### src/rtl/t3c_defines.svh
/*
 * constants of the third timer's control block: register offsets, field
 * positions, reset values, prescale limits and timing counts.
 * assumes it is included by bare name from rtl files after the package.
 */
`ifndef T3C_DEFINES_SVH
`define T3C_DEFINES_SVH

// ===========================================================
// register map (byte addresses on apb)
`define T3C_OFS_CONTROL   12'h000
`define T3C_OFS_COUNT     12'h004

// ===========================================================
// control field positions
`define T3C_BIT_RUN       15
`define T3C_BIT_SIDL      13
`define T3C_BIT_GATE      6
`define T3C_BIT_PS_HI     5
`define T3C_BIT_PS_LO     4
`define T3C_BIT_CS        1
`define T3C_CTRL_WMASK    16'ha072
`define T3C_CTRL_RESET    16'h0000
`define T3C_COUNT_RESET   16'h0000

// ===========================================================
// prescale terminal counts (divide minus one)
`define T3C_PS_LAST_1     8'h00
`define T3C_PS_LAST_8     8'h07
`define T3C_PS_LAST_64    8'h3f
`define T3C_PS_LAST_256   8'hff

// ===========================================================
// timing: mclk 50 MHz is the instruction clock, i.e. oscillator / 2
`define T3C_MCLK_NS       20
`define T3C_INT_TICK_CYC  1

`endif

### src/rtl/t3c_pkg.sv
/*
 * types shared by the third timer's control block.
 * assumes nothing beyond a systemverilog compiler.
 */
package t3c_pkg;

  // ===========================================================
  // prescale selections, as coded in the control field
  typedef enum logic [1:0] {
    T3C_PS_DIV1   = 2'b00,
    T3C_PS_DIV8   = 2'b01,
    T3C_PS_DIV64  = 2'b10,
    T3C_PS_DIV256 = 2'b11
  } t3c_prescale_e;

  // ===========================================================
  // decoded control fields
  typedef struct packed {
    logic          run;        // timer_run
    logic          stop_idle;  // stop_in_idle
    logic          gate_en;    // gated_accumulate_enable
    t3c_prescale_e ps;         // input_prescale_select
    logic          cs;         // clock_source_select
  } t3c_ctrl_s;

endpackage

### src/rtl/t3c_control.sv
/*
 * third general-purpose 16-bit timer: control register, clock source,
 * gating, prescaling, idle halt, wide-pairing override and the count.
 * assumes an apb master on mclk, pins asynchronous, and pairing and idle
 * levels coming from logic on mclk.
 */
`include "t3c_defines.svh"
module t3c_control (
  input  wire logic        mclk,
  input  wire logic        reset_n,
  // apb slave
  input  wire logic        psel,
  input  wire logic        penable,
  input  wire logic        pwrite,
  input  wire logic [11:0] paddr,
  input  wire logic [31:0] pwdata,
  output logic      [31:0] prdata,
  output logic             pready,
  output logic             pslverr,
  // system levels on mclk
  input  wire logic        cpu_idle,
  input  wire logic        pair_as_wide_timer,
  // pins
  input  wire logic        external_timer_clock_pin,
  input  wire logic        gate_pin,
  // timer outputs
  output logic      [15:0] timer_count,
  output logic             rollover,
  output logic             wide_idle_halt
);
  import t3c_pkg::*;

  // ===========================================================
  // apb decode
  logic        acc;        // access phase
  logic        setup;      // setup phase
  logic        hit_ctrl;   // control register selected
  logic        hit_cnt;    // count register selected
  logic        mapped;     // any register selected
  logic        wr_ctrl;    // control write takes effect
  logic        wr_cnt;     // count write takes effect

  assign acc      = psel && penable;
  assign setup    = psel && !penable;
  assign hit_ctrl = (paddr == `T3C_OFS_CONTROL);
  assign hit_cnt  = (paddr == `T3C_OFS_COUNT);
  assign mapped   = hit_ctrl || hit_cnt;
  assign wr_ctrl  = acc && pwrite && hit_ctrl;
  assign wr_cnt   = acc && pwrite && hit_cnt;
  assign pready   = 1'b1;                    // zero wait states
  assign pslverr  = acc && !mapped;          // unmapped answers error

  // ===========================================================
  // control register storage
  logic [15:0] ctrl_reg;    // implemented bits only, rest read 0
  t3c_ctrl_s   ctrl;        // decoded fields

  // one driver for the whole struct, so no field is driven twice
  assign ctrl = '{run       : ctrl_reg[`T3C_BIT_RUN],
                  stop_idle : ctrl_reg[`T3C_BIT_SIDL],
                  gate_en   : ctrl_reg[`T3C_BIT_GATE],
                  ps        : t3c_prescale_e'(ctrl_reg[`T3C_BIT_PS_HI:`T3C_BIT_PS_LO]),
                  cs        : ctrl_reg[`T3C_BIT_CS]};

  // write only the documented bits; others stay zero
  always_ff @(posedge mclk or negedge reset_n) begin
    if (!reset_n) begin
      ctrl_reg <= `T3C_CTRL_RESET;
    end else if (wr_ctrl) begin
      ctrl_reg <= pwdata[15:0] & `T3C_CTRL_WMASK;
    end
  end

  // ===========================================================
  // read data, captured in setup so the output comes from a flop
  logic [31:0] next_prdata;  // selected read word

  assign next_prdata = hit_ctrl ? {16'h0000, ctrl_reg}
                     : hit_cnt  ? {16'h0000, timer_count}
                     : 32'h0000_0000;

  always_ff @(posedge mclk or negedge reset_n) begin
    if (!reset_n) begin
      prdata <= 32'h0000_0000;
    end else if (setup) begin
      prdata <= next_prdata;
    end
  end

  // ===========================================================
  // pin synchronisers: two flops before any logic
  logic [1:0] pins_s;       // {gate, ext clock}, synchronised
  logic       ext_d;        // previous synchronised ext clock
  logic       ext_rise;     // one-cycle pulse per pin rising edge
  logic       gate_s;       // synchronised gate level

  t3c_sync #(.W(2)) u_sync (
    .mclk    (mclk),
    .reset_n (reset_n),
    .d       ({gate_pin, external_timer_clock_pin}),
    .q       (pins_s)
  );

  assign gate_s   = pins_s[1];
  assign ext_rise = pins_s[0] && !ext_d;

  always_ff @(posedge mclk or negedge reset_n) begin
    if (!reset_n) begin
      ext_d <= 1'b0;
    end else begin
      ext_d <= pins_s[0];
    end
  end

  // ===========================================================
  // input tick: source select, then gating on the internal source
  // limitation: pin edges faster than mclk/2 are lost in the sync
  logic int_tick;      // instruction-clock tick, every mclk
  logic gate_ok;       // gating lets the internal tick pass
  logic in_tick;       // tick into the prescaler
  logic pre_tick;      // tick after prescaling
  logic halted;        // idle halt in force
  logic counting;      // timer allowed to advance
  logic ps_clear;      // restart prescaler

  assign int_tick = 1'b1;
  assign gate_ok  = !ctrl.gate_en || gate_s;
  // gate bit only takes part on the internal source
  assign in_tick  = ctrl.cs ? ext_rise
                            : (int_tick && gate_ok);
  assign halted   = cpu_idle && ctrl.stop_idle;
  // pairing overrides run and the clock path entirely
  assign counting = ctrl.run && !pair_as_wide_timer && !halted;
  // stopping resets the prescaler so a restart begins cleanly
  assign ps_clear = !counting || wr_ctrl;

  t3c_prescale u_prescale (
    .mclk     (mclk),
    .reset_n  (reset_n),
    .clear    (ps_clear),
    .tick_in  (in_tick && counting),
    .sel      (ctrl.ps),
    .tick_out (pre_tick)
  );

  // ===========================================================
  // count register; software write wins over a tick
  logic adv;   // count advances this cycle

  assign adv = counting && pre_tick;

  always_ff @(posedge mclk or negedge reset_n) begin
    if (!reset_n) begin
      timer_count <= `T3C_COUNT_RESET;
    end else if (wr_cnt) begin
      timer_count <= pwdata[15:0];
    end else if (adv) begin
      timer_count <= timer_count + 16'h0001;
    end
  end

  // rollover pulse, set on the same edge as the wrap, so high while the count reads zero
  always_ff @(posedge mclk or negedge reset_n) begin
    if (!reset_n) begin
      rollover <= 1'b0;
    end else begin
      rollover <= adv && !wr_cnt && (timer_count == 16'hffff);
    end
  end

  // while paired, this bit governs the wide timer's idle behaviour;
  // software must clear it to keep the wide timer running in idle
  always_ff @(posedge mclk or negedge reset_n) begin
    if (!reset_n) begin
      wide_idle_halt <= 1'b0;
    end else begin
      wide_idle_halt <= pair_as_wide_timer && cpu_idle && ctrl.stop_idle;
    end
  end

  // ===========================================================
  // checks
  property p_run_stopped;
    @(posedge mclk) disable iff (!reset_n)
      (!ctrl.run && !wr_cnt) |=> (timer_count == $past(timer_count));
  endproperty
  a_run_stopped: assert property (p_run_stopped)
    else $error("count moved with run bit clear");

  property p_run_internal;
    @(posedge mclk) disable iff (!reset_n)
      (counting && !ctrl.cs && !ctrl.gate_en && ctrl.ps == T3C_PS_DIV1 && !wr_cnt && !wr_ctrl)
        |=> (timer_count == $past(timer_count) + 16'h0001);
  endproperty
  a_run_internal: assert property (p_run_internal)
    else $error("internal 1:1 clock did not advance count");

  property p_idle_halt;
    @(posedge mclk) disable iff (!reset_n)
      (cpu_idle && ctrl.stop_idle && !wr_cnt) |=> $stable(timer_count);
  endproperty
  a_idle_halt: assert property (p_idle_halt)
    else $error("count moved in idle with stop-in-idle set");

  property p_idle_runs;
    @(posedge mclk) disable iff (!reset_n)
      (cpu_idle && !ctrl.stop_idle && ctrl.run && !pair_as_wide_timer) |-> counting;
  endproperty
  a_idle_runs: assert property (p_idle_runs)
    else $error("timer halted in idle with stop-in-idle clear");

  property p_gate_ignored;
    @(posedge mclk) disable iff (!reset_n)
      ctrl.cs |-> (in_tick == ext_rise);
  endproperty
  a_gate_ignored: assert property (p_gate_ignored)
    else $error("gate affected external clock path");

  property p_gate_closed;
    @(posedge mclk) disable iff (!reset_n)
      (!ctrl.cs && ctrl.gate_en && !gate_s && !wr_cnt) |=> $stable(timer_count);
  endproperty
  a_gate_closed: assert property (p_gate_closed)
    else $error("gated timer counted with gate low");

  property p_paired_frozen;
    @(posedge mclk) disable iff (!reset_n)
      (pair_as_wide_timer && !wr_cnt) [*2] |-> $stable(timer_count);
  endproperty
  a_paired_frozen: assert property (p_paired_frozen)
    else $error("own controls acted while paired");

  // ===========================================================
  // further checks; most look one edge ahead, the rollover and pair-no-count ones at the same edge;
  // the count checks leave a count write on that edge out of the antecedent
  property p_ctrl_write;
    @(posedge mclk) disable iff (!reset_n)
      wr_ctrl |=> (ctrl_reg == ($past(pwdata[15:0]) & `T3C_CTRL_WMASK));
  endproperty
  a_ctrl_write: assert property (p_ctrl_write)
    else $error("control write did not keep the implemented bits");

  property p_stop_write;
    @(posedge mclk) disable iff (!reset_n)
      (wr_ctrl && !pwdata[`T3C_BIT_RUN]) |=> !counting;
  endproperty
  a_stop_write: assert property (p_stop_write)
    else $error("timer still counting after run bit cleared");

  // external source: one count per synchronised rising edge at 1:1
  property p_ext_counts;
    @(posedge mclk) disable iff (!reset_n)
      (counting && ctrl.cs && ctrl.ps == T3C_PS_DIV1 && ext_rise && !wr_cnt && !wr_ctrl)
        |=> (timer_count == $past(timer_count) + 16'h0001);
  endproperty
  a_ext_counts: assert property (p_ext_counts)
    else $error("external pin edge did not advance count");

  property p_ext_quiet;
    @(posedge mclk) disable iff (!reset_n)
      (ctrl.cs && !ext_rise && !wr_cnt) |=> $stable(timer_count);
  endproperty
  a_ext_quiet: assert property (p_ext_quiet)
    else $error("count moved without an external pin edge");

  // gate: an open gate passes every internal tick, external ignores it
  property p_gate_open;
    @(posedge mclk) disable iff (!reset_n)
      (counting && !ctrl.cs && ctrl.gate_en && gate_s && ctrl.ps == T3C_PS_DIV1 && !wr_cnt && !wr_ctrl)
        |=> (timer_count == $past(timer_count) + 16'h0001);
  endproperty
  a_gate_open: assert property (p_gate_open)
    else $error("open gate did not pass the internal tick");

  property p_gate_ext;
    @(posedge mclk) disable iff (!reset_n)
      (counting && ctrl.cs && ctrl.gate_en && !gate_s && ext_rise &&
       ctrl.ps == T3C_PS_DIV1 && !wr_cnt && !wr_ctrl)
        |=> (timer_count == $past(timer_count) + 16'h0001);
  endproperty
  a_gate_ext: assert property (p_gate_ext)
    else $error("closed gate blocked the external clock");

  // wrap pulse and the outputs toward the companion timer
  property p_rollover_zero;
    @(posedge mclk) disable iff (!reset_n)
      rollover |-> (timer_count == 16'h0000);
  endproperty
  a_rollover_zero: assert property (p_rollover_zero)
    else $error("rollover pulse without a wrapped count");

  property p_wide_idle;
    @(posedge mclk) disable iff (!reset_n)
      (pair_as_wide_timer && cpu_idle && ctrl.stop_idle) |=> wide_idle_halt;
  endproperty
  a_wide_idle: assert property (p_wide_idle)
    else $error("paired idle halt not signalled");

  property p_pair_no_count;
    @(posedge mclk) disable iff (!reset_n)
      pair_as_wide_timer |-> !counting;
  endproperty
  a_pair_no_count: assert property (p_pair_no_count)
    else $error("run bit acted while paired");

endmodule

### src/rtl/t3c_prescale.sv
/*
 * input prescaler of the third timer: 1, 8, 64 or 256 input ticks
 * make one counting tick.
 * assumes tick_in is a one-cycle pulse in the mclk domain.
 */
`include "t3c_defines.svh"
module t3c_prescale (
  input  wire logic                   mclk,
  input  wire logic                   reset_n,
  input  wire logic                   clear,
  input  wire logic                   tick_in,
  input  wire t3c_pkg::t3c_prescale_e sel,
  output logic                        tick_out
);
  import t3c_pkg::*;

  logic [7:0] div_cnt;  // ticks seen since last output
  logic [7:0] last;     // terminal count for the selection

  // ===========================================================
  // terminal count select
  always_comb begin
    case (sel)
      T3C_PS_DIV8:   last = `T3C_PS_LAST_8;
      T3C_PS_DIV64:  last = `T3C_PS_LAST_64;
      T3C_PS_DIV256: last = `T3C_PS_LAST_256;
      default:       last = `T3C_PS_LAST_1;
    endcase
  end

  assign tick_out = tick_in && (div_cnt >= last);

  // ===========================================================
  // divider; >= guards a shrink of sel mid-count
  always_ff @(posedge mclk or negedge reset_n) begin
    if (!reset_n) begin
      div_cnt <= 8'h00;
    end else if (clear || tick_out) begin
      div_cnt <= 8'h00;
    end else if (tick_in) begin
      div_cnt <= div_cnt + 8'h01;
    end
  end

  // ===========================================================
  // helper: ticks accepted since the last output
  logic [8:0] seen;
  always_ff @(posedge mclk or negedge reset_n) begin
    if (!reset_n) begin
      seen <= 9'h000;
    end else if (clear || tick_out) begin
      seen <= 9'h000;
    end else if (tick_in) begin
      seen <= seen + 9'h001;
    end
  end

  property p_prescale_ratio;
    @(posedge mclk) disable iff (!reset_n)
      (tick_out && !$changed(sel) && !$past(clear)) |->
        (seen == ((sel == T3C_PS_DIV256) ? {1'b0, `T3C_PS_LAST_256} :
                  (sel == T3C_PS_DIV64)  ? {1'b0, `T3C_PS_LAST_64}  :
                  (sel == T3C_PS_DIV8)   ? {1'b0, `T3C_PS_LAST_8}   : {1'b0, `T3C_PS_LAST_1}));
  endproperty
  a_prescale_ratio: assert property (p_prescale_ratio)
    else $error("prescaler output not at selected ratio");

endmodule

### src/rtl/t3c_sync.sv
/*
 * two-flop synchroniser for pin-level inputs.
 * assumes inputs are asynchronous to mclk; only q is read outside.
 */
module t3c_sync #(
  parameter int W = 2
) (
  input  wire logic         mclk,
  input  wire logic         reset_n,
  input  wire logic [W-1:0] d,
  output logic      [W-1:0] q
);

  // ===========================================================
  // per-bit flop pair; first stage feeds only the second
  genvar i;
  generate
    for (i = 0; i < W; i++) begin : g_bit
      logic meta;  // first stage, read by q only
      always_ff @(posedge mclk or negedge reset_n) begin
        if (!reset_n) begin
          meta <= 1'b0;
          q[i] <= 1'b0;
        end else begin
          meta <= d[i];
          q[i] <= meta;
        end
      end
    end
  endgenerate

endmodule

### config.mk
export PLATFORM = sky130hd
export DESIGN_NAME = t3c_control
export DESIGN_NICKNAME = d
export VERILOG_FILES = /design/src/rtl/t3c_pkg.sv /design/src/rtl/t3c_control.sv /design/src/rtl/t3c_prescale.sv /design/src/rtl/t3c_sync.sv
export VERILOG_INCLUDE_DIRS = /design/src /design/src/rtl
export SDC_FILE = /design/constraint.sdc
export NUM_CORES = 1
export LEC_CHECK = 0
export ABC_AREA = 1
export BUFFER_PORTS_ARGS = -buffer_cell sky130_fd_sc_hd__buf_2
export CORE_MARGIN = 1
export CORE_UTILIZATION = 30
export DETAILED_ROUTE_END_ITERATION = 10
export PLACE_DENSITY = 0.53
export SLEW_MARGIN = 0
export SYNTH_ARGS = -nofsm -noshare
export SYNTH_HDL_FRONTEND = slang
export SYNTH_SLANG_ARGS = --single-unit
### constraint.sdc
create_clock -name mclk -period 2 [get_ports mclk]
set_clock_uncertainty 0.15 [all_clocks]
set_input_delay 0.2 -clock mclk [delete_from_list [all_inputs] [get_ports mclk]]
set_output_delay 0.2 -clock mclk [all_outputs]
set_load 0.01 [all_outputs]
==> results.txt, run 1 <==
The run finished with clean final reports. The initial antenna violation count came out at 0. The first-pass GRT wire length is 13.4 mm. The routed wire length is 8.17 mm. The worst setup path is captured at a flop.

The total count of hold-check failures in the final report is 0. The peak clock frequency supported by timing is 526 MHz. In the synthesized netlist, the number of instances is 428. In this run the static leakage power is ~2.2 nW. The post-detailed-placement half-perimeter wirelength came out at 6.10 mm.

The number of diodes added for antenna fixing came out at 0. In the routed layout, each cell is associated on average with a via count of 4.49. The number of failing setup endpoints in the final timing report came out at 0. The element type at the critical path start is a flop. The remaining global-route overflow is 0. The fraction of final layout cells sized beyond drive strength 1 is 21.7%. After layout, the design draws a total of between 2 and 2.5 mW. The average size of a mapped cell came out at 7.44 um2. The combined area of all synthesized cells is 0.00319 mm2. The clock sink count is 53.

The total of buffers placed on input and output ports is a little over 70. The post-synthesis cell type count came out at 31. The number of DRC violations after detailed routing is 0. The initial cell density of the core came out at 30.9%. The via count of the first global-routing pass is 2696.

The total power per unit cell area is 573 mW/mm2. Sequential elements use 41.6% of the synthesized area. The fraction of registers with async set or reset after synthesis is 100%. The share of synthesized area in the top cell type comes to roughly two fifths. Across the VDD grid, the largest voltage drop is around 0.34 mV. After detailed routing, the average wire length per cell comes to 12.4 um. The synthesized design contains 53 register bits. Among the stages of the critical path, the cell type that occurs most often is sky130_fd_sc_hd__nand2_1.

Routability-driven placement finished with a final weighted congestion of 0.807. The remaining antenna violation count after routing is 0. The Yosys warning count came out at 0. The signal on the critical path passes through nor2_2, ha_1, inv_1, nand2_1, nand2_1, nand2_1, nand3_1, nand2_1, nand2_1, nand2_2, nand2_4, buf_8, nand3_1, nand2_1. The worst-path cell with the longest stage delay is sky130_fd_sc_hd__dfrtp_1.

The number of detailed-route iterations in the first pass came out at 4. Detailed routing inserted a total of 2948 vias. The sequential cells in the finished layout cover a total of 0.00133 mm2. The TritonCTS clock tree is done. Data on the critical path arrives at its endpoint at 2.00 ns.

Summing all non-filler instances in the final layout gives an area of 0.00395 mm2. In the final layout, the multi-input gates occupy 0.00159 mm2. The violation count after the first detailed-route iteration came out at 172. The number of pins exceeding their max-slew limit in the final report came out at 0.

The largest registers in the layout are prdata x16, timer_count x16, u_prescale.div_cnt x8. The placed cell area is ~0.0037 mm2. The H-tree depth reported by CTS is 2. The source-to-sink clock delay at the later pin of the worst-skew pair is just over 0.3 ns. The critical path is of the reg -> reg type. The number of cells in the finished layout apart from fillers came out at between 600 and 700.

Setup repair after global routing could not meet its margin everywhere. The floorplan die area came out at 0.0110 mm2. The critical path contains buffers and inverters numbering 2 combined. The core area came out at 0.0103 mm2. The clock transition at the registers of the reported paths came out at 0.10 ns.

The number of buffers on the longest clock path is 2. The required time of the critical path came out at 2.10 ns. The die is about 110 um tall. The count of placed standard cells including taps is 637. The number of synthesized flops with an enable pin came out at 0.

The fill cell total of the finished layout came out at about 1100. The area added between synthesis and finish is 24.0%. The I/O pin count is 105. The floorplan die width came out at approximately 110 um. Along the worst path, the maximum fanout reaches 9. The total track usage came out at ~15%. Counting instances in the post-synthesis netlist gives the leading cell types as sky130_fd_sc_hd__nand2_1 (151), sky130_fd_sc_hd__dfrtp_1 (53), sky130_fd_sc_hd__inv_1 (43), sky130_fd_sc_hd__nand3_1 (32), sky130_fd_sc_hd__nor2_1 (31).

The reported max-cap violation count came out at 0. The leading cell type by number of instances after synthesis is sky130_fd_sc_hd__nand2_1. After the last flow step, the layout net total stands at 581. The final critical path takes up between 90% and 100% of the cycle. Clock tree synthesis selected as its root buffer the cell sky130_fd_sc_hd__clkbuf_8. The largest incremental delay on the critical path came out at 0.44 ns. Summed over all instances, the cell type with the most area after synthesis is sky130_fd_sc_hd__dfrtp_1.

The family with the most delay on the worst path is simple AND/OR/NAND/NOR gates. Entering global routing, the biggest net connects 54 pins. The prevailing post-synth register cell is sky130_fd_sc_hd__dfrtp_1.

The tightest min-delay check is of the in -> reg type. TritonCTS created 5 clock buffers. After layout, the minimum clock period comes to 1.90 ns. Yosys attributes the largest share of cell area to sky130_fd_sc_hd__dfrtp_1 (42%), sky130_fd_sc_hd__nand2_1 (18%), sky130_fd_sc_hd__inv_1 (5.1%).

The site row count is 37.
[through the flow]
step / TNS [ns] / setup WS [ns] / util (%) / hold slack, ns
CTS: 0 / 0.0493 / 37.6 / 0.0229
detailed placement: 0 / 0.0652 / 35.8 / 0.0713
finish: 0 / 0.0987 / 38.3 / 0.0384
global placement: 0 / 0.0890 / 35.8 / 0.0692
floorplan: 0 / 0.176 / - / -0.246
global route: -1.01 / -0.0722 / 38.3 / 0.0506
[tightest hold or removal path, cell delays in order]
cell and delay (ns):
sky130_fd_sc_hd__buf_2 0.07, sky130_fd_sc_hd__nand2_1 0.04, sky130_fd_sc_hd__nand2_1 0.06, sky130_fd_sc_hd__nand2_1 0.05, sky130_fd_sc_hd__nand2_1 0.05
[placed cells by master, fill, tap and decap left out, drive strengths merged]
cell / instances
dlygate4sd3: 8
clkbuf: 6
bufinv: 1
o22ai: 3
o31ai: 7
xor2: 13
inv: 46
a31oi: 3
buf: 87
nand2: 154
conb: 17
nor2: 36
nand4: 11
ha: 8
nor3: 2
o21ai: 21
nand3b: 1
nand3: 36
dfrtp: 53
clkinv: 2
xnor2: 2
a21oi: 4
[power breakdown]
part / leakage [nW] / internal (mW) / switching [mW]
sequential: 0.703 / 1.11 / 0.0444
clock: 0.0554 / 0.377 / 0.369
combinational: 1.41 / 0.156 / 0.208
total: 2.17 / 1.64 / 0.622
[layer usage]
layer,global-route usage (%),wire length (um),part of all wire (%)
met1,21.9,4080,50
met2,24.6,3530,43
met3,2.18,466,5.7
met4,3.32,87,1.1
met5,0,0,0
[path summary, 6_finish.rpt]
path	from	end	slack [ns]	cells past startpoint
worst max-delay path	ctrl_reg[5]$_DFFE_PN0P_	timer_count[12]$_DFFE_PN0P_	0.1	14
worst min-delay path	pwdata[9]	timer_count[9]$_DFFE_PN0P_	0.04	5
worst max register to register	ctrl_reg[5]$_DFFE_PN0P_	timer_count[12]$_DFFE_PN0P_	0.1	14
worst min register to register	u_sync.g_bit[1].meta$_DFF_PN0_	u_sync.q[1]$_DFF_PN0_	0.21	0
max in group asynchronous	reset_n	u_prescale.div_cnt[4]$_DFFE_PN0P_	1.20	3
min in group asynchronous	reset_n	prdata[10]$_DFFE_PN0P_	0.25	3
[layout make-up]
type | count | area share, %
Multi-Input combinational cell | 318 | 40.2
Sequential cell | 53 | 33.6
Timing Repair Buffer | 95 | 14.7
Inverter | 47 | 4.46
Tap cell | 136 | 4.31
Clock buffer | 6 | 1.84
Clock inverter | 2 | 0.982
[kinds of logic (layout without fill, tap and decap cells)]
logic type                 count (synthesis)  count (layout)  share of synthesized area (%)
DFF                                       53              53                           41.6
adders and majority gates                  8               8                           3.14
buffers and inverters                     72             150                           11.2
other                                      2              17                          0.236
AOI/OAI and AO/OA                         38              38                           6.91
and+or+nand+nor                          240             240                           32.8
xor gates and xnor gates                  15              15                           4.12
[repair_timing]
action,4_1_cts,5_1_grt
endpoints found under the hold margin,59,0
endpoints found under the setup margin,0,17
buffers inserted,0,4
resized for setup,0,8
hold buffers,8,0
Power figures use the tool's default switching activity.
==> run 2: changes to the inputs <==
--- a/config.mk
+++ b/config.mk
@@ -11,7 +11,7 @@
 export CORE_MARGIN = 1
 export CORE_UTILIZATION = 30
 export DETAILED_ROUTE_END_ITERATION = 10
-export PLACE_DENSITY = 0.53
+export PLACE_DENSITY = 0.51
 export SLEW_MARGIN = 0
 export SYNTH_ARGS = -nofsm -noshare
 export SYNTH_HDL_FRONTEND = slang
==> constraint.sdc (replaced) <==
create_clock -name mclk -period 2.2 [get_ports mclk]
set_clock_uncertainty 0.15 [all_clocks]
set_input_delay 0.22 -clock mclk [delete_from_list [all_inputs] [get_ports mclk]]
set_output_delay 0.22 -clock mclk [all_outputs]
set_load 0.005 [all_outputs]
==> results.txt, run 2 (synthesis results as in run 1) <==
The flow ran to the end, and the final reports show no timing, DRC or antenna violations. Once the clock tree was built, the resizer swapped 0 gates to a different size. The number of detailed-route iterations in the first pass came out at 4. The number of failing setup endpoints in the final timing report came out at 0. The remaining antenna violation count after routing came out at 0.

Once layout is complete, the utilization of the core stands at between 30 and 40%. The via count of the first global-routing pass came out at 2714. The fraction of final layout cells sized beyond drive strength 1 is between 20% and 30%. The total negative slack is 0 ns. The floorplan die area came out at 0.0110 mm2.

Setup repair after global routing left no endpoint under its margin. The initial cell density of the core came out at 30.9%. The final layout net count came out at 572. The area added between synthesis and finish came out at 20.3%. Clock-pin slew was measured on the worst setup and hold paths at 0.11 ns. The library cells used most frequently in the layout, excluding fill and tap cells, are sky130_fd_sc_hd__nand2_1 (151), sky130_fd_sc_hd__buf_2 (71), sky130_fd_sc_hd__dfrtp_1 (53), sky130_fd_sc_hd__inv_1 (43), sky130_fd_sc_hd__nand3_1 (32).

The post-layout instance area is 0.00383 mm2. The number of pins exceeding their max-slew limit in the final report came out at 0. The vertical extent of the die came out at 105 um. CTS placed an instance of sky130_fd_sc_hd__clkbuf_8 at the clock tree root.

For this design, the slowest cell found on the critical path is sky130_fd_sc_hd__dfrtp_1. In the final layout, the registers with the most flip-flops are prdata x16, timer_count x16, u_prescale.div_cnt x8. The total count of hold-check failures in the final report was 0. The critical path contains buffers and inverters numbering 3 combined. The maximum vdd ir drop is about 0.23 mV. The number of hold buffers added after cts is 5. The total power per unit cell area came out at 533 mW/mm2.

The peak clock frequency supported by timing is 504 MHz. The post-route total power came out at 2.04 mW. The reported leakage power is 2.12 nW. The number of vias per cell is 4.49. The critical path runs through a total of 12 cells. The worst max-slew margin expressed relative to the limit is 62.9%.

The worst hold-check slack is 0.0117 ns. The placer's final routability congestion estimate came out at slightly below 0.8. The required time of the critical path is approximately 2.3 ns. For the finished layout, the period the worst path requires is 1.98 ns. The initial antenna violation count came out at 0. The final worst slack came out at ~0.22 ns. 0 antenna diodes ended up in the layout. In this run the standard cell core region covers 0.0103 mm2.

The element type at the critical path start is a flop. The number of buffers created by CTS came out at 5. The total of buffers placed on input and output ports is a little over 70. The busiest metal layer after global routing is met2.

The element type at the critical path end is a flop. The number of cells on the worst reg-to-reg path is 12. The number of cells in the finished layout apart from fillers is ~650.

The remaining global-route overflow is 0. The library cell used most frequently in the layout, excluding fill and tap cells, is sky130_fd_sc_hd__nand2_1. The routed wire length is approximately 8.2 mm. The pin slew with the least headroom to its limit is 0.553 ns. The placed cell area came out at ~0.0037 mm2. The source-to-sink clock delay at the later pin of the worst-skew pair is about 0.31 ns.

The post-detailed-placement half-perimeter wirelength came out at 6.29 mm. The I/O pin count is 105. The detail-routed net length per standard cell is 12.7 um. At the worst endpoint, the arrival time is 2.09 ns. The largest incremental delay on the critical path is between 0.4 and 0.5 ns. The met2 track utilization from global routing is 24.6%. The site row count is 37. The first-pass GRT wire length came out at 13.7 mm. The signal on the critical path passes through inv_2, ha_1, a21oi_1, nor2_1, nor2_1, nand2_1, inv_1, nand2_2, nand2_4, buf_4, nand3_1, nand2_1. In the routed design, unresolved DRC markers number 0. The count of placed standard cells including taps came out at between 600 and 700. The number of buffers on the longest clock path came out at 2. Max-cap violations in this run came to 0.

The critical path in this run is classified as reg -> reg. The maximum number of pins on one net before global-route repair is 24. The TritonCTS clock tree is done. The number of buffers inserted by post-CTS setup repair is 0. Global routing used 2.06% of the available met3 tracks. The met1 capacity usage during global routing is 22.8%. Broken down by cell family, the worst path's largest delay share belongs to simple AND/OR/NAND/NOR gates. For this block, the initial DRC count from the detailed router was 191.

The floorplan die width came out at 105 um. The min-delay analysis places its worst path in the category in -> reg. The cell depth of the worst hold path is 3. The total track usage is between 10% and 20%. The share of the cycle needed by the critical path after routing came out at 90.1%.

The overall via count from detail_route is 2908. The clock sink count is 53. The critical-path maximum fanout came out at 11. The H-tree depth reported by CTS came out at 2.

The placement-stage worst setup slack came out at 0.241 ns.
run 2: final timing paths:
| kind | start | to | slack (ns) |
|---|---|---|---|
| hold / removal | pwdata[13] | ctrl_reg[13]$_DFFE_PN0P_ | 0.01 |
| setup reg to reg | ctrl_reg[5]$_DFFE_PN0P_ | timer_count[9]$_DFFE_PN0P_ | 0.22 |
| hold reg to reg | u_sync.g_bit[1].meta$_DFF_PN0_ | u_sync.q[1]$_DFF_PN0_ | 0.21 |
| setup / recovery | ctrl_reg[5]$_DFFE_PN0P_ | timer_count[9]$_DFFE_PN0P_ | 0.22 |
| max in group asynchronous | reset_n | wide_idle_halt$_DFF_PN0_ | 1.00 |
| min in group asynchronous | reset_n | prdata[10]$_DFFE_PN0P_ | 0.26 |
run 2: per-layer routing:
metal | up-vias | part of all wire (%)
li1 | 1496 | -
met5 | - | 0
met4 | 0 | 0.83
met3 | 7 | 4.1
met2 | 78 | 44
met1 | 1327 | 51
run 2: final cells by class:
type / count / area, um2
fill: 1128 / 6490
multi-input combinational: 318 / 1560
sequential: 53 / 1330
timing repair buffer: 86 / 480
inverter: 47 / 176
tap: 136 / 170
clock buffer: 5 / 68.8
clock inverter: 3 / 50.0
run 2: report_power, final:
part           total [mW]  internal (mW)  switching, mW  leakage [nW]
registers            1.06           1.01         0.0496         0.703
clock network       0.715          0.350          0.366        0.0603
logic               0.267          0.119          0.148          1.36
run 2: worst reg2reg max path, delay by kind of cell (launching register included):
family	cells	cell delay, ns
AOI/OAI and AO/OA	1	0.14
adders and majority gates	1	0.32
buffers and inverters	3	0.36
DFF	1	0.43
and+or+nand+nor	7	0.53
